`src/core/status_out_defines.svh`:
```
// constants for the drive status output block: timing, register map, field positions, reset values
`ifndef STATUS_OUT_DEFINES_SVH
`define STATUS_OUT_DEFINES_SVH

// clock and timing
`define CLK_FREQ_KHZ 25000
`define PWRON_DELAY_MS 4500
`define BLINK_HALF_MS 1000

// register byte offsets
`define OFS_CFG 5'h00
`define OFS_SETTLE 5'h04
`define OFS_FWD_CAP 5'h08
`define OFS_REV_CAP 5'h0C
`define OFS_STATUS 5'h10
`define OFS_IRQ_STAT 5'h14
`define OFS_IRQ_MASK 5'h18

// configuration register fields
`define CFG_FAULT_SEL_BIT 0
`define CFG_COMP_EN_BIT 1
`define CFG_CLUTCH_LSB 2
`define CFG_SMOOTH_LSB 4
`define CFG_W 6

// status register bits
`define ST_FAULT 0
`define ST_FAULT_CAUTION 1
`define ST_CAUTION 2
`define ST_READY 3
`define ST_SETTLED 4
`define ST_CLAMPED 5
`define ST_PROFILE 6
`define ST_OFFSET_DONE 7
`define ST_COUPLED 8
`define ST_RAMP 9
`define ST_POWERED 10
`define ST_W 11

// interrupt event bits
`define IRQ_ALARM 0
`define IRQ_WARN 1
`define IRQ_SETTLED 2
`define IRQ_CLAMP 3
`define IRQ_POWERED 4
`define IRQ_W 5

// reset values
`define CFG_RST 6'h00
`define SETTLE_RST 16'h0064
`define FWD_CAP_RST 16'h0FFF
`define REV_CAP_RST 16'h0FFF
`define IRQ_MASK_RST 5'h00
`define CLUTCH_OFF 2'h0
`define ZERO32 32'h00000000

`endif

```
`src/core/status_out_pkg.sv`:
```
// types shared by the drive status output block
package status_out_pkg;

  typedef logic [15:0] count16_t;

  typedef enum logic [1:0] {
    SMOOTH_DIRECT,
    SMOOTH_TIMECONST,
    SMOOTH_RSVD2,
    SMOOTH_RSVD3
  } smooth_e;

  typedef enum logic {
    PWR_DELAY,
    PWR_UP
  } pwr_e;

endpackage

```
`src/core/poweron_timer.sv`:
```
// one-shot timer that flags the end of the power-on delay
`timescale 1ns/1ps
module poweron_timer #(
  parameter int unsigned CYCLES = 16
) (
  // clock and reset
  input wire logic clk,
  input wire logic rstn,
  // result
  output logic done
);
  localparam int CW = $clog2(CYCLES + 1);

  logic [CW-1:0] cnt_q;
  logic done_q;
  wire last = (cnt_q == CW'(CYCLES - 1));

  always_ff @(posedge clk) begin
    if (!rstn) begin
      cnt_q <= '0;
      done_q <= 1'b0;
    end else if (!done_q) begin
      cnt_q <= cnt_q + CW'(1);
      done_q <= last;
    end
  end

  assign done = done_q;
endmodule

```
`src/core/blink_gen.sv`:
```
// square wave that toggles every half period while run is high, resting high otherwise
`timescale 1ns/1ps
module blink_gen #(
  parameter int unsigned HALF = 16
) (
  // clock and reset
  input wire logic clk,
  input wire logic rstn,
  // control and wave
  input wire logic run,
  output logic wave
);
  localparam int CW = $clog2(HALF + 1);

  logic [CW-1:0] cnt_q;
  logic wave_q;
  wire wrap = (cnt_q == CW'(HALF - 1));

  // restarting from high on every new run makes the first phase a full on-period
  always_ff @(posedge clk) begin
    if (!rstn || !run) begin
      cnt_q <= '0;
      wave_q <= 1'b1;
    end else if (wrap) begin
      cnt_q <= '0;
      wave_q <= !wave_q;
    end else begin
      cnt_q <= cnt_q + CW'(1);
    end
  end

  assign wave = wave_q;
endmodule

```
`src/core/servo_status_output_logic.sv`:
```
// drive status outputs toward the host, with an avalon-mm register slave and a masked interrupt
//
// Function
// RL1: fault output goes off whenever an alarm is present.
// RL2: with no alarm, fault output turns on 4 to 5 s after power-up.
// RL3: with fault select set, a warning also turns fault output off.
// RL4: combined fault-or-caution output is off while an alarm is present.
// RL5: non-battery warning blinks combined output on and off about every second.
// RL6: with no alarm or warning, combined output turns on 4 to 5 s after power-up.
// RL7: caution output is on whenever a warning is present.
// RL8: with no warning, caution output goes off 4 to 5 s after power-up.
// RL9: ready output on only with servo-on and drive ready to operate.
// RL10: settled output on while following error lies within settle window.
// RL11: settled output can only turn on while servo-on is active.
// RL12: torque clamped output on when torque reaches forward, reverse or analog limit.
// RL13: profile mode output follows switching between cam and normal positioning control.
// RL14: offset done on when compensation enabled or none executing during cam control.
// RL15: coupling engaged follows clutch-on, always off when clutch control setting is 0.
// RL16: coupling ramp off for direct; for time constant on until clutch off and smoothed.
// RL17: all outputs are registered levels; delays and blink come from clock counters.
`timescale 1ns/1ps
`include "status_out_defines.svh"
module servo_status_output_logic
  import status_out_pkg::*;
#(
  parameter int unsigned PWRON_CYCLES = `PWRON_DELAY_MS * `CLK_FREQ_KHZ,
  parameter int unsigned BLINK_HALF_CYCLES = `BLINK_HALF_MS * `CLK_FREQ_KHZ
) (
  // clock and reset
  input wire logic clk,
  input wire logic rstn,
  // avalon-mm register slave
  input wire logic [4:0] address,
  input wire logic read,
  input wire logic write,
  input wire logic [3:0] byteenable,
  input wire logic [31:0] writedata,
  output logic [31:0] readdata,
  output logic waitrequest,
  // interrupt
  output logic irq,
  // internal drive state
  input wire logic alarm_active,
  input wire logic warning_active,
  input wire logic battery_warning,
  input wire logic servo_on,
  input wire logic drive_ready,
  input wire logic signed [15:0] droop_pulses,
  input wire logic signed [15:0] torque_now,
  input wire logic [15:0] analog_torque_cap,
  input wire logic cam_control_active,
  input wire logic comp_executing,
  input wire logic clutch_on,
  input wire logic clutch_smoothing_busy,
  // discrete status outputs
  output logic fault_out,
  output logic fault_or_caution_out,
  output logic caution_out,
  output logic ready_out,
  output logic settled_out,
  output logic torque_clamped_out,
  output logic profile_mode_out,
  output logic profile_offset_done,
  output logic coupling_engaged,
  output logic coupling_ramp_active
);

  // helpers
  function automatic count16_t mag16(input logic signed [15:0] v);
    mag16 = v[15] ? count16_t'(-v) : count16_t'(v);
  endfunction

  // magnitude against a limit; a limit of zero reads as always reached
  function automatic logic at_cap(input count16_t mag, input count16_t cap);
    at_cap = (mag >= cap);
  endfunction

  function automatic logic reg_hit(input logic [4:0] addr, input logic [4:0] ofs);
    reg_hit = (addr[4:2] == ofs[4:2]);
  endfunction

  function automatic logic [31:0] be_merge(input logic [31:0] old, input logic [31:0] nw, input logic [3:0] be);
    logic [31:0] res;
    res = old;
    for (int i = 0; i < 4; i++) begin
      if (be[i]) begin
        res[i*8 +: 8] = nw[i*8 +: 8];
      end
    end
    be_merge = res;
  endfunction

  // ---------------- power-on sequence and blink ----------------
  logic pwr_done;
  pwr_e pwr_q;
  pwr_e pwr_d;
  logic blink;

  // the timer stops once done, so the delay runs once per reset and never wraps
  poweron_timer #(
    .CYCLES(PWRON_CYCLES)
  ) u_pwron (
    .clk(clk),
    .rstn(rstn),
    .done(pwr_done)
  );

  always_comb begin
    pwr_d = pwr_q;
    unique case (pwr_q)
      PWR_DELAY: begin
        if (pwr_done) begin
          pwr_d = PWR_UP;
        end
      end
      PWR_UP: begin
        pwr_d = PWR_UP;
      end
    endcase
  end

  always_ff @(posedge clk) begin
    if (!rstn) begin
      pwr_q <= PWR_DELAY;
    end else begin
      pwr_q <= pwr_d;
    end
  end

  wire powered = (pwr_q == PWR_UP);
  // battery warning alone does not make the combined output blink
  wire blink_warn = warning_active && !battery_warning;

  blink_gen #(
    .HALF(BLINK_HALF_CYCLES)
  ) u_blink (
    .clk(clk),
    .rstn(rstn),
    .run(blink_warn), // [RL5]
    .wave(blink)
  );

  // ---------------- configuration registers ----------------
  logic [`CFG_W-1:0] cfg_q;
  count16_t settle_q;
  count16_t fwd_cap_q;
  count16_t rev_cap_q;
  logic [`IRQ_W-1:0] irq_stat_q;
  logic [`IRQ_W-1:0] irq_mask_q;

  wire fault_sel = cfg_q[`CFG_FAULT_SEL_BIT];
  wire comp_en = cfg_q[`CFG_COMP_EN_BIT];
  wire [1:0] clutch_ctrl = cfg_q[`CFG_CLUTCH_LSB +: 2];
  wire smooth_e smooth_mode = smooth_e'(cfg_q[`CFG_SMOOTH_LSB +: 2]);

  // ---------------- status decode ----------------
  wire fault_off = alarm_active || (fault_sel && warning_active); // [RL1] [RL3]
  wire fault_d = powered && !fault_off; // [RL2]

  // during the delay the combined output stays off; afterwards alarm dominates, then blink
  wire fault_caution_d = powered && !alarm_active && (blink_warn ? blink : !warning_active); // [RL4] [RL5] [RL6]

  // caution reads on through the power-on delay and drops once up if no warning
  wire caution_d = warning_active || !powered; // [RL7] [RL8]

  wire ready_d = servo_on && drive_ready; // [RL9]

  wire in_window = (mag16(droop_pulses) <= settle_q); // [RL10]
  wire settled_d = servo_on && in_window; // [RL11]

  count16_t torque_mag;
  assign torque_mag = mag16(torque_now);
  wire fwd_hit = !torque_now[15] && at_cap(torque_mag, fwd_cap_q);
  wire rev_hit = torque_now[15] && at_cap(torque_mag, rev_cap_q);
  wire ana_hit = at_cap(torque_mag, analog_torque_cap);
  wire clamped_d = fwd_hit || rev_hit || ana_hit; // [RL12]

  wire profile_d = cam_control_active; // [RL13]
  wire offset_done_d = comp_en || (cam_control_active && !comp_executing); // [RL14]

  wire coupled_d = (clutch_ctrl != `CLUTCH_OFF) && clutch_on; // [RL15]

  // modes other than direct and time constant are treated as off
  wire ramp_d = (smooth_mode == SMOOTH_TIMECONST) && (clutch_on || clutch_smoothing_busy); // [RL16]

  // ---------------- registered outputs ----------------
  logic fault_q;
  logic fault_caution_q;
  logic caution_q;
  logic ready_q;
  logic settled_q;
  logic clamped_q;
  logic profile_q;
  logic offset_done_q;
  logic coupled_q;
  logic ramp_q;

  always_ff @(posedge clk) begin
    if (!rstn) begin
      fault_q <= 1'b0;
      fault_caution_q <= 1'b0;
      caution_q <= 1'b1;
      ready_q <= 1'b0;
      settled_q <= 1'b0;
      clamped_q <= 1'b0;
      profile_q <= 1'b0;
      offset_done_q <= 1'b0;
      coupled_q <= 1'b0;
      ramp_q <= 1'b0;
    end else begin
      fault_q <= fault_d; // [RL17]
      fault_caution_q <= fault_caution_d;
      caution_q <= caution_d;
      ready_q <= ready_d;
      settled_q <= settled_d;
      clamped_q <= clamped_d;
      profile_q <= profile_d;
      offset_done_q <= offset_done_d;
      coupled_q <= coupled_d;
      ramp_q <= ramp_d;
    end
  end

  assign fault_out = fault_q;
  assign fault_or_caution_out = fault_caution_q;
  assign caution_out = caution_q;
  assign ready_out = ready_q;
  assign settled_out = settled_q;
  assign torque_clamped_out = clamped_q;
  assign profile_mode_out = profile_q;
  assign profile_offset_done = offset_done_q;
  assign coupling_engaged = coupled_q;
  assign coupling_ramp_active = ramp_q;

  logic [`ST_W-1:0] status_vec;
  always_comb begin
    status_vec = '0;
    status_vec[`ST_FAULT] = fault_q;
    status_vec[`ST_FAULT_CAUTION] = fault_caution_q;
    status_vec[`ST_CAUTION] = caution_q;
    status_vec[`ST_READY] = ready_q;
    status_vec[`ST_SETTLED] = settled_q;
    status_vec[`ST_CLAMPED] = clamped_q;
    status_vec[`ST_PROFILE] = profile_q;
    status_vec[`ST_OFFSET_DONE] = offset_done_q;
    status_vec[`ST_COUPLED] = coupled_q;
    status_vec[`ST_RAMP] = ramp_q;
    status_vec[`ST_POWERED] = powered;
  end

  // ---------------- interrupt events ----------------
  // rising edges of the alarm and warning inputs, and of the settled, clamp and powered states as they are registered
  logic alarm_seen_q;
  logic warn_seen_q;
  logic [`IRQ_W-1:0] ev;
  always_comb begin
    ev = '0;
    ev[`IRQ_ALARM] = alarm_active && !alarm_seen_q;
    ev[`IRQ_WARN] = warning_active && !warn_seen_q;
    ev[`IRQ_SETTLED] = settled_d && !settled_q;
    ev[`IRQ_CLAMP] = clamped_d && !clamped_q;
    ev[`IRQ_POWERED] = (pwr_q == PWR_DELAY) && (pwr_d == PWR_UP);
  end

  // ---------------- avalon-mm slave ----------------
  // one wait cycle per access: read data sampled while waitrequest is high; writes taken and reads answered the cycle after, with waitrequest low
  logic wait_q;
  logic [31:0] rdata_q;
  logic irq_q;

  wire req = read || write;
  wire wr_acc = write && !wait_q;

  wire hit_cfg = reg_hit(address, `OFS_CFG);
  wire hit_settle = reg_hit(address, `OFS_SETTLE);
  wire hit_fwd = reg_hit(address, `OFS_FWD_CAP);
  wire hit_rev = reg_hit(address, `OFS_REV_CAP);
  wire hit_stat = reg_hit(address, `OFS_STATUS);
  wire hit_istat = reg_hit(address, `OFS_IRQ_STAT);
  wire hit_imask = reg_hit(address, `OFS_IRQ_MASK);

  // unmapped offsets read zero and ignore writes
  wire [31:0] rd_mux =
    hit_cfg ? 32'(cfg_q) :
    hit_settle ? 32'(settle_q) :
    hit_fwd ? 32'(fwd_cap_q) :
    hit_rev ? 32'(rev_cap_q) :
    hit_stat ? 32'(status_vec) :
    hit_istat ? 32'(irq_stat_q) :
    hit_imask ? 32'(irq_mask_q) : `ZERO32;

  wire [31:0] wr_word = be_merge(rd_mux, writedata, byteenable);
  // only the enabled byte lanes of the written word clear anything
  wire [31:0] w1c_word = be_merge(`ZERO32, writedata, byteenable);
  wire [`IRQ_W-1:0] w1c = (wr_acc && hit_istat) ? w1c_word[`IRQ_W-1:0] : '0;
  // a new event in the clearing cycle survives the clear
  wire [`IRQ_W-1:0] irq_stat_d = (irq_stat_q & ~w1c) | ev;

  // waitrequest rests high, so a request is never answered in the cycle it first appears
  always_ff @(posedge clk) begin
    if (!rstn) begin
      wait_q <= 1'b1;
      rdata_q <= `ZERO32;
    end else begin
      wait_q <= !(req && wait_q);
      if (read && wait_q) begin
        rdata_q <= rd_mux;
      end
    end
  end

  always_ff @(posedge clk) begin
    if (!rstn) begin
      cfg_q <= `CFG_RST;
      settle_q <= `SETTLE_RST;
      fwd_cap_q <= `FWD_CAP_RST;
      rev_cap_q <= `REV_CAP_RST;
      irq_mask_q <= `IRQ_MASK_RST;
    end else if (wr_acc) begin
      if (hit_cfg) cfg_q <= wr_word[`CFG_W-1:0];
      if (hit_settle) settle_q <= wr_word[15:0];
      if (hit_fwd) fwd_cap_q <= wr_word[15:0];
      if (hit_rev) rev_cap_q <= wr_word[15:0];
      if (hit_imask) irq_mask_q <= wr_word[`IRQ_W-1:0];
    end
  end

  always_ff @(posedge clk) begin
    if (!rstn) begin
      irq_stat_q <= '0;
      alarm_seen_q <= 1'b0;
      warn_seen_q <= 1'b0;
      irq_q <= 1'b0;
    end else begin
      irq_stat_q <= irq_stat_d;
      alarm_seen_q <= alarm_active;
      warn_seen_q <= warning_active;
      irq_q <= |(irq_stat_d & irq_mask_q);
    end
  end

  assign readdata = rdata_q;
  assign waitrequest = wait_q;
  assign irq = irq_q;

endmodule

```
`config.mk`:
```
export PLATFORM = sky130hd
export DESIGN_NAME = servo_status_output_logic
export DESIGN_NICKNAME = d
export VERILOG_FILES = /design/src/core/status_out_pkg.sv /design/src/core/poweron_timer.sv /design/src/core/blink_gen.sv /design/src/core/servo_status_output_logic.sv
export VERILOG_INCLUDE_DIRS = /design/src /design/src/core
export SDC_FILE = /design/constraint.sdc
export NUM_CORES = 1
export LEC_CHECK = 0
export ABC_AREA = 1
export BUFFER_PORTS_ARGS = -buffer_cell sky130_fd_sc_hd__buf_2
export CAP_MARGIN = 20
export CORE_ASPECT_RATIO = 0.6
export CORE_MARGIN = 3
export CORE_UTILIZATION = 38
export CTS_CLUSTER_SIZE = 16
export DETAILED_ROUTE_END_ITERATION = 16
export GPL_TIMING_DRIVEN = 0
export PLACE_DENSITY_LB_ADDON = 0.3
export SLEW_MARGIN = 10
export SYNTH_ARGS = -nofsm -noshare
export SYNTH_HDL_FRONTEND = slang
export SYNTH_HIERARCHICAL = 1
export SYNTH_SLANG_ARGS = --single-unit
```
`constraint.sdc`:
```
create_clock -name clk -period 3.8 [get_ports clk]
set_clock_uncertainty 0.2 [all_clocks]
set_input_delay 0.19 -clock clk [delete_from_list [all_inputs] [get_ports clk]]
set_output_delay 0.19 -clock clk [all_outputs]
set_load 0.05 [all_outputs]
```
==> flow_summary.toml, run 1 <==
[drt]
drcViolationCount = 0
via_per_inst = 5.01
wl_per_cell_um = 15.3
wirelength_um = 29800
drt_first_pass_iters = 5
drt_first_iter_violations = 919
ant_nets = 0
vias = 9758

[min_path]
min-delay-start = "rstn"
hold_path_depth = 4
holdPathEnd = "warn_seen_q$_SDFF_PN0_"
holdCritPathClass = "in -> reg"

[sta]
post-route-min-period_ns = 3.33
setup_viol = 0
fin_crit_sh_pct = 87.8
rsz0062_at_grt = "no"
slew_headroom_pct = 48.3
clock.fmax_mhz = 300
final_hold_viol_count = 0
hold_ws_ns = 0.0215
maxSlewViolCount = 0
setup_tns_ns = 0
worst-slew-pin-transition_ns = 0.775

[global_routing]
grt_max_degree = 17
grt_overflow = 0
grt_usage_pct = 21.9
grt_pass1_vias = 8844
grt_pass1_wl_um = 46800
antenna_found_initial = 1

[clocking]
post_cts_buffers = 0
numCtsBuffers = 17
cts_tree = "done"
path_clk_slew_ns = 0.06
htreeDepth = 4
ctsResizeCount = 0
cts_buffer_depth = 2
cts-root-buf = "clkbuf_16"
clkSinkCount = 149
clk_latency_ns = 0.44

[critical_path]
critPathCaptureType = "register"
critPathKind = "in -> reg"
critPathMaxStageDelay_ns = 0.43
path_cells = "buf_2, nor3_1, nand2_1, nor4_1, nand2_1, nand2_1, o21ai_0, xor2_1, ha_1, a21oi_1, o21ai_0, a21oi_1, nand2_1, nor2_1, nand2_1, nand2_1, nand2_1, nand3_1, nand2_1"
rr_worst_depth = 15
crit_path_max_fanout = 3
startpoint_type = "input port"
rrSetupSlack_ns = 1.53
required_ns = 3.94
crit_top_cell = "nand2_1"
cp_data_arrival_time_ns = 3.47
crit_path_top_delay_cell = "nor4_1"
rr_startpoint = "fwd_cap_q[3]$_SDFFE_PN1P_"
reg2reg_to = "irq$_SDFF_PN0_"

[logic_synthesis]
ys_seq_elements = 149
synth.avg_cell_area_um2 = 6.68
yosys_warnings = 6
synth_edf_count = 0
syn_inst = 1443
synth_top_flop_cell = "dfxtp_1"
ys_seq_area_share_pct = 30.9
synth_cell_types = 48
synthArstFlopShare_pct = 0
synth.cell_area_um2 = 9640

[die]
fp.dieW_um = 212
fp.dieH_um = 129
dieArea_um2 = 27400
boundaryPins = 146
fp.coreArea_um2 = 24600
rows = 44
start_util_pct = 39.3

[power]
cellLeakagePower_nw = 5.48
power.density_nw_per_um2 = 352
vdd_ir_drop_max_v = 0.000277

[place]
port_buffers = 108
gp_congestion = 0.944
dp_hpwl_um = 24100

[finish]
syn2layout_area_growth_pct = 19.5
antenna_cells = 0
drive_gt1_share_pct = 15.0
n_fill_cell = 2493
nNetsFinal = 1784

[run_status]
status = "complete, no violations"

[job]
maxCapViolCount = 0
[worst max path at each step]
stage	startpoint	endpoint	depth (start not counted)
floorplan	torque_now[0]	irq$_SDFF_PN0_	20
global placement	torque_now[1]	irq$_SDFF_PN0_	19
detailed placement	torque_now[1]	irq$_SDFF_PN0_	19
CTS	torque_now[1]	irq$_SDFF_PN0_	19
global route	torque_now[1]	irq$_SDFF_PN0_	19
finish	torque_now[1]	irq$_SDFF_PN0_	19
[layer usage]
| layer | wire length, um | global-route usage, % | vias to the layer above | part of all wire (%) |
|---|---|---|---|---|
| li1 | - | - | 4935 | - |
| met1 | 15400 | 34.1 | 4434 | 52 |
| met2 | 11200 | 29.2 | 360 | 37 |
| met3 | 2830 | 5.95 | 27 | 9.5 |
| met4 | 330 | 5.07 | 2 | 1.1 |
| met5 | 12 | 0 | - | 0.040 |
[synthesized netlist by cell type (2+ instances only)]
| cell type | n | area [um2] |
|---|---|---|
| a21o_1 | 2 | 15.0 |
| a21oi_1 | 114 | 571 |
| a22oi_1 | 4 | 30.0 |
| and2_1 | 2 | 12.5 |
| buf_2 | 6 | 30.0 |
| buf_4 | 16 | 120 |
| buf_6 | 7 | 78.8 |
| clkbuf_1 | 16 | 60.1 |
| dfxtp_1 | 149 | 2980 |
| ha_1 | 68 | 851 |
| inv_1 | 209 | 785 |
| inv_2 | 13 | 48.8 |
| nand2_1 | 338 | 1270 |
| nand2_2 | 11 | 68.8 |
| nand2_4 | 4 | 45.0 |
| nand3_1 | 55 | 275 |
| nand3_2 | 5 | 50.1 |
| nand3b_1 | 4 | 30.0 |
| nand4_1 | 20 | 125 |
| nor2_1 | 185 | 694 |
| nor2_2 | 12 | 75.1 |
| nor2_4 | 8 | 90.1 |
| nor2_8 | 2 | 40.0 |
| nor3_1 | 9 | 45.0 |
| nor3b_1 | 2 | 15.0 |
| nor4_1 | 5 | 31.3 |
| o211ai_1 | 13 | 97.6 |
| o211ai_2 | 2 | 25.0 |
| o21ai_0 | 49 | 245 |
| o21ai_1 | 39 | 195 |
| o21ai_2 | 10 | 87.6 |
| o21bai_1 | 4 | 30.0 |
| o221ai_2 | 2 | 30.0 |
| o22ai_1 | 3 | 18.8 |
| o22ai_2 | 3 | 37.5 |
| o31ai_1 | 2 | 15.0 |
| or2_2 | 3 | 18.8 |
| xnor2_1 | 16 | 140 |
| xor2_1 | 22 | 193 |
[power by group]
part	switching [W]	leakage (nW)	internal, W
clock	0.000705	0.294	0.00102
combinational	0.000473	3.98	0.000234
sequential	0.0000223	1.21	0.00160
[cell type report]
cell class,instances,area (um2),area share (%)
multi-input cells,1040,5590,48.5
flip-flops and latches,149,2980,25.9
inverters,223,837,7.27
repair buffers,137,831,7.21
clock buffers,21,470,4.08
well taps,322,403,3.50
plain buffers,46,293,2.54
clock inverters,10,119,1.03
[per-stage QoR]
stage	power, W	instances	instance area [um2]	utilization, %	setup WS [ns]
global route	0.00422	1948	11500	46.9	0.243
CTS	0.00407	1948	11500	46.9	0.576
global placement	0.00231	1888	10600	43.3	0.0933
finish	0.00405	1948	11500	46.9	0.465
detailed placement	0.00233	1888	10600	43.3	0.123
floorplan	0.00212	1458	9700	-	1.20
[registers in the layout, indices dropped and copies added, names as in the netlist, 5 cells and up]
signal         cells
cfg_q              6
fwd_cap_q         16
irq_mask_q         5
irq_stat_q         5
readdata          16
rev_cap_q         16
settle_q          16
u_blink/cnt_q     25
u_pwron/cnt_q     27
[cell families (layout without fill, tap and decap cells)]
logic type	Yosys count	in the layout	share of synthesized area [%]
simple gates	667	667	30.1
xor+xnor	38	38	3.45
fa+ha+maj	68	68	8.82
other cells	1	16	0.0389
compound gates	251	251	15.0
flops	149	149	30.9
buf+inv	269	437	11.7
[critical path, delay by kind of cell]
family,cells,cell delay [ns]
AOI/OAI and AO/OA,4,0.68
xor gates and xnor gates,1,0.30
adders and majority gates,1,0.31
buffers and inverters,1,0.13
and+or+nand+nor,12,1.86
[cell usage in the layout (no fill, tap or decap), types with 4 or more instances in the layout]
cell type,instances
inv_1,209
buf_6,7
nand4_1,20
a22oi_1,4
nor2_1,185
o211ai_1,13
nand3_1,55
nand2_1,338
o21ai_1,39
o21bai_1,4
nand2_2,11
clkbuf_1,17
nor4_1,5
nand2_4,4
o21ai_0,49
xor2_1,22
nand3_2,5
clkbuf_16,17
ha_1,68
dlygate4sd3_1,29
nor2_2,12
o21ai_2,10
buf_2,114
buf_4,16
a21oi_1,114
nor3_1,9
xnor2_1,16
nor2_4,8
dfxtp_1,149
inv_2,13
nand3b_1,4
conb_1,16
[repair_timing]
item                                    4_1_cts  5_1_grt
endpoints found under the setup margin        0        0
hold buffers                                 29        0
hold endpoints to repair                     53        0
Note: power is estimated with default switching activity, not from simulation.
==> inputs of run 2 (changes only) <==
CORE_MARGIN = unset   (was 3)
==> run 2 against run 1 <==
Via count hardly changed; core utilization is 0.061 points lower; sequential share of layout area hardly changed; register-to-register slack better by 0.06 ns; critical path type unchanged; final area is 0.13% lower; hold slack worse by 0.015 ns.
==> flow_summary.toml, run 2 (synthesis gave the netlist of run 1 again) <==
[min_path]
holdCritPathClass = "in -> reg"
hold_path_depth = 3

[finish]
fin_util_pct = 46.9
largest_register_ffs = 27
drive_gt1_share_pct = 15.0
nNetsFinal = 1785
largest_register = "u_pwron/cnt_q"
reg_top3 = "u_pwron/cnt_q x27, u_blink/cnt_q x25"
syn2layout_area_growth_pct = 19.3
mostFrequentLayoutCell = "nand2_1"
layout_common_cells = "nand2_1 (338), inv_1 (209), nor2_1 (185), dfxtp_1 (149)"
antenna_cells = 0

[critical_path]
required_ns = 3.94
crit_path_max_fanout = 3
cp_data_arrival_time_ns = 3.43
critPathKind = "in -> reg"
critPathCaptureType = "register"
rr_worst_depth = 15
startpoint_type = "input port"

[die]
fp.dieH_um = 125
fp.dieW_um = 208
boundaryPins = 146
fp.coreArea_um2 = 24600
start_util_pct = 39.3
dieArea_um2 = 26000
rows = 44

[power]
p_int_w = 0.00276
vdd_ir_drop_max_v = 0.000235
clkPwrFrac_pct = 41.8
cellLeakagePower_nw = 5.46
p_sw_w = 0.00124
power.density_nw_per_um2 = 348
pwr-share-comb_pct = 17.7
power_w = 0.00400
p_sw_share_pct = 31.0
seqPwrFrac_pct = 40.5

[clocking]
htreeDepth = 4
numCtsBuffers = 17
path_clk_slew_ns = 0.06
clkSinkCount = 149
cts-root-buf = "clkbuf_16"
cts_buffer_depth = 2
clk_latency_ns = 0.45
cts_tree = "done"

[drt]
drt_first_pass_iters = 5
wirelength_um = 29900
wl_per_cell_um = 15.3
drcViolationCount = 0
drt_first_iter_violations = 976
ant_nets = 0
vias = 9752
via_per_inst = 5.00

[place]
dp_hpwl_um = 23900
gp_congestion = 0.969
pre_cts_ws_ns = 0.104
port_buffers = 108

[run_status]
status = "complete, no violations"

[global_routing]
grt_usage_pct = 23.0
grt_max_degree = 17
grt_overflow = 0
grt_pass1_vias = 8703
antenna_found_initial = 0
grt_pass1_wl_um = 46300

[job]
maxCapViolCount = 0

[sta]
setup_viol = 0
maxSlewViolCount = 0
worst-slew-pin-transition_ns = 0.753
slew_headroom_pct = 49.8
clock.fmax_mhz = 304
setup_tns_ns = 0
final_hold_viol_count = 0
hold_ws_ns = 0.00616
post-route-min-period_ns = 3.29
rsz0062_at_grt = "no"
fin_crit_sh_pct = 86.6
fin_ws_ns = 0.510
## run 2: critical path, cell delays in order
cell and delay [ns]:
buf_2 0.13, nor3_1 0.23, nand2_1 0.15, nor4_1 0.46, nand2_1 0.15, nand2_1 0.13, o21ai_0 0.11, xor2_1 0.32
ha_1 0.32, a21oi_1 0.16, o21ai_0 0.12, a21oi_1 0.24, nand2_1 0.09, nor2_1 0.16, nand2_1 0.07, nand2_1 0.17
nand2_1 0.08, nand3_1 0.08, nand2_1 0.06
## run 2: final timing paths
check                            start  slack (ns)                         endpoint
max reg2reg  fwd_cap_q[3]$_SDFFE_PN1P_        1.59                   irq$_SDFF_PN0_
max                      torque_now[2]        0.51                   irq$_SDFF_PN0_
min                      byteenable[1]       0.006       rev_cap_q[10]$_SDFFE_PN1P_
min reg2reg      cfg_q[5]$_SDFFE_PN0P_        0.26  coupling_ramp_active$_SDFF_PN0_
## run 2: timing repair
action,in CTS,in global routing
gates resized for setup,0,0
setup buffers,0,0
endpoints found under the setup margin,0,0
hold endpoints to repair,58,0
hold buffers,30,0
## run 2: through the flow
stage | area, um2 | instances
after floorplan | 9700 | 1458
after global placement | 10600 | 1888
after detailed placement | 10600 | 1888
after CTS | 11500 | 1949
after global routing | 11500 | 1949
final | 11500 | 1949
## run 2: final cells by class
cell class	instances	area (um2)
plain buffers	46	293
clock buffers	19	443
clock inverters	12	121
fillers	2542	13000
inverters	223	837
multi-input cells	1040	5590
flip-flops and latches	149	2980
well taps	322	403
repair buffers	138	841
## run 2: power by group through the flow
stage                     Clock, W  Combinational [W]  Sequential [W]
after detailed placement         0           0.000672         0.00166
after global routing       0.00177           0.000781         0.00162
after global placement           0           0.000660         0.00166
after floorplan                  0           0.000400         0.00172
after CTS                  0.00170           0.000700         0.00162
final                      0.00167           0.000708         0.00162
## run 2: per-layer routing
| metal | up-vias | wire length, um | part of all wire, % | GRT usage (%) |
|---|---|---|---|---|
| li1 | 4934 | - | - | - |
| met1 | 4400 | 15300 | 51 | 35.2 |
| met2 | 401 | 11300 | 38 | 30.9 |
| met3 | 17 | 3140 | 10 | 7.41 |
| met4 | 0 | 148 | 0.50 | 3.40 |
| met5 | - | 0 | 0 | 0 |
==> inputs of run 3 (changes only) <==
CELL_PAD_IN_SITES_DETAIL_PLACEMENT = 2   (was unset)
CELL_PAD_IN_SITES_GLOBAL_PLACEMENT = 2   (was unset)
CORE_UTILIZATION = 34   (was 38)
==> run 3 against run 2 <==
Clock-buffer cell count increased by 3; final area increased by 0.85%; hold slack improved by 0.056 ns; sequential share of layout area decreased by 0.22 points; flip-flop and latch count unchanged.
==> flow_summary.toml, run 3 (synthesis gave the netlist of run 1 again) <==
[sta]
slew_headroom_pct = 44.2
setup_viol = 0
worst-slew-pin-transition_ns = 0.837
rsz0062_at_grt = "no"
fin_crit_sh_pct = 87.9
setup_tns_ns = 0
post-route-min-period_ns = 3.34
clock.fmax_mhz = 299
maxSlewViolCount = 0
final_hold_viol_count = 0

[finish]
final_cells = 1993
largest_register_ffs = 27
mostFrequentLayoutCell = "nand2_1"
largest_register = "u_pwron/cnt_q"
antenna_cells = 0
fin_util_pct = 41.9
syn2layout_area_growth_pct = 20.3
layout_common_cells = "nand2_1 (338), inv_1 (209), nor2_1 (185), dfxtp_1 (149)"
postLayoutCellArea_um2 = 11600
nNetsFinal = 1784
drive_gt1_share_pct = 15.1
reg_top3 = "u_pwron/cnt_q x27, u_blink/cnt_q x25"

[critical_path]
crit_cells = 21
crit_path_top_delay_cell = "xor2_1"
path_cells = "buf_2, inv_1, ha_1, nand2_1, nor2_1, nand2_1, nor2_1, nand3_1, o31ai_1, xor2_1, ha_1, nand2_1, o21ai_0, a21oi_1, nand2_1, nor2_1, nand2_1, nand2_1, nand2_1, nand3_1, nand2_1"
critPathMaxStageDelay_ns = 0.32
crit_path_max_fanout = 4
startpoint_type = "input port"
cp_top_family = "simple AND/OR/NAND/NOR gates"
crit_buf_inv = 2
reg2reg_to = "irq$_SDFF_PN0_"
rrSetupSlack_ns = 1.37
required_ns = 3.93
cp_data_arrival_time_ns = 3.47
rr_worst_depth = 15
rr_startpoint = "fwd_cap_q[3]$_SDFFE_PN1P_"
critPathKind = "in -> reg"
critPathCaptureType = "register"
crit_top_cell = "nand2_1"

[clocking]
clk_latency_ns = 0.45
post_cts_buffers = 0
cts-root-buf = "clkbuf_16"
path_clk_slew_ns = 0.07
cts_tree = "done"
htreeDepth = 4
clkSinkCount = 149
numCtsBuffers = 17
cts_buffer_depth = 2

[power]
power_w = 0.00420
p_int_w = 0.00293
p_sw_w = 0.00127
vdd_ir_drop_max_v = 0.000225
pwr-share-comb_pct = 18.0
power.density_nw_per_um2 = 362
p_sw_share_pct = 30.2
seqPwrFrac_pct = 38.8
cellLeakagePower_nw = 5.49
clkPwrFrac_pct = 43.2

[min_path]
holdPathEnd = "irq_mask_q[0]$_SDFFE_PN0P_"
min-delay-start = "writedata[0]"
hold_path_depth = 5
holdCritPathClass = "in -> reg"

[drt]
drt_first_iter_violations = 593
wl_per_cell_um = 20.5
drt_first_pass_iters = 5
via_per_inst = 5.21
wirelength_um = 40800
drcViolationCount = 0
ant_nets = 0
vias = 10400

[place]
port_buffers = 108
post_dp_cell_area_um2 = 10700
gp_congestion = 0.882
dp_hpwl_um = 31500
dp.cells = 1933

[job]
maxCapViolCount = 0

[die]
fp.dieH_um = 132
start_util_pct = 34.8
boundaryPins = 146
rows = 47
dieArea_um2 = 29100
fp.dieW_um = 219
fp.coreArea_um2 = 27700

[global_routing]
grt_usage_pct = 28.9
grt_pass1_wl_um = 63700
grt_overflow = 0
grt_pass1_vias = 11200
grt_max_degree = 17
antenna_found_initial = 0

[run_status]
status = "complete, no violations"
## run 3: cell count changes in the layout (fill, tap and decap cells not counted)
cell | before | now
bufinv_16 | 1 | 3
clkbuf_8 | 1 | 4
clkinv_2 | 1 | 4
clkinv_4 | 3 | 0
clkinvlp_4 | 3 | 2
dlygate4sd3_1 | 30 | 29
inv_6 | 3 | 0
inv_8 | 1 | 0
nor4_1 | 5 | 4
nor4_2 | 0 | 1
## run 3: stage by stage
stage               setup slack (ns)  hold WS [ns]
finish                         0.458        0.0618
global route                   0.117        0.0490
CTS                            0.415       0.00946
detailed placement           -0.0488         0.210
global placement             -0.0936         0.184
floorplan                       1.20        0.0797
## run 3: worst max path at each step
stage                                end  slack (ns)     startpoint
after floorplan           irq$_SDFF_PN0_        1.20  torque_now[0]
after global placement    irq$_SDFF_PN0_       -0.09  torque_now[2]
after detailed placement  irq$_SDFF_PN0_       -0.05  torque_now[2]
after CTS                 irq$_SDFF_PN0_        0.41  torque_now[2]
after global routing      irq$_SDFF_PN0_        0.12  torque_now[0]
final                     irq$_SDFF_PN0_        0.46  torque_now[0]
## run 3: cell type report
cell class | count | area [um2]
inverters | 223 | 837
clock buffers | 22 | 484
flip-flops and latches | 149 | 2980
fillers | 3381 | 16100
clock inverters | 9 | 125
well taps | 367 | 459
repair buffers | 137 | 831
multi-input cells | 1040 | 5590
plain buffers | 46 | 293
## run 3: worst min-delay path: stages
cell and delay [ns]:
buf_2 0.09, nand2_1 0.18, nand3_1 0.14, nand2_1 0.05, inv_1 0.04
## run 3: power by group through the flow
stage                     logic (W)  registers, W  clock network [W]
after floorplan            0.000400       0.00172                  0
after global placement     0.000673       0.00166                  0
after detailed placement   0.000709       0.00166                  0
after CTS                  0.000741       0.00163            0.00183
after global routing       0.000824       0.00163            0.00190
final                      0.000754       0.00163            0.00181
## run 3: layer usage
layer	vias to the layer above	share of wire (%)	track usage, %
li1	4921	-	-
met5	-	0	0
met2	298	41	42.0
met4	0	2.2	9.03
met3	75	5.7	4.41
met1	5098	51	43.1
## run 3: timing repair
item,4_1_cts,5_1_grt
hold buffers,29,0
setup endpoints to repair,0,1
hold endpoints to repair,50,0
gates resized for setup,0,1
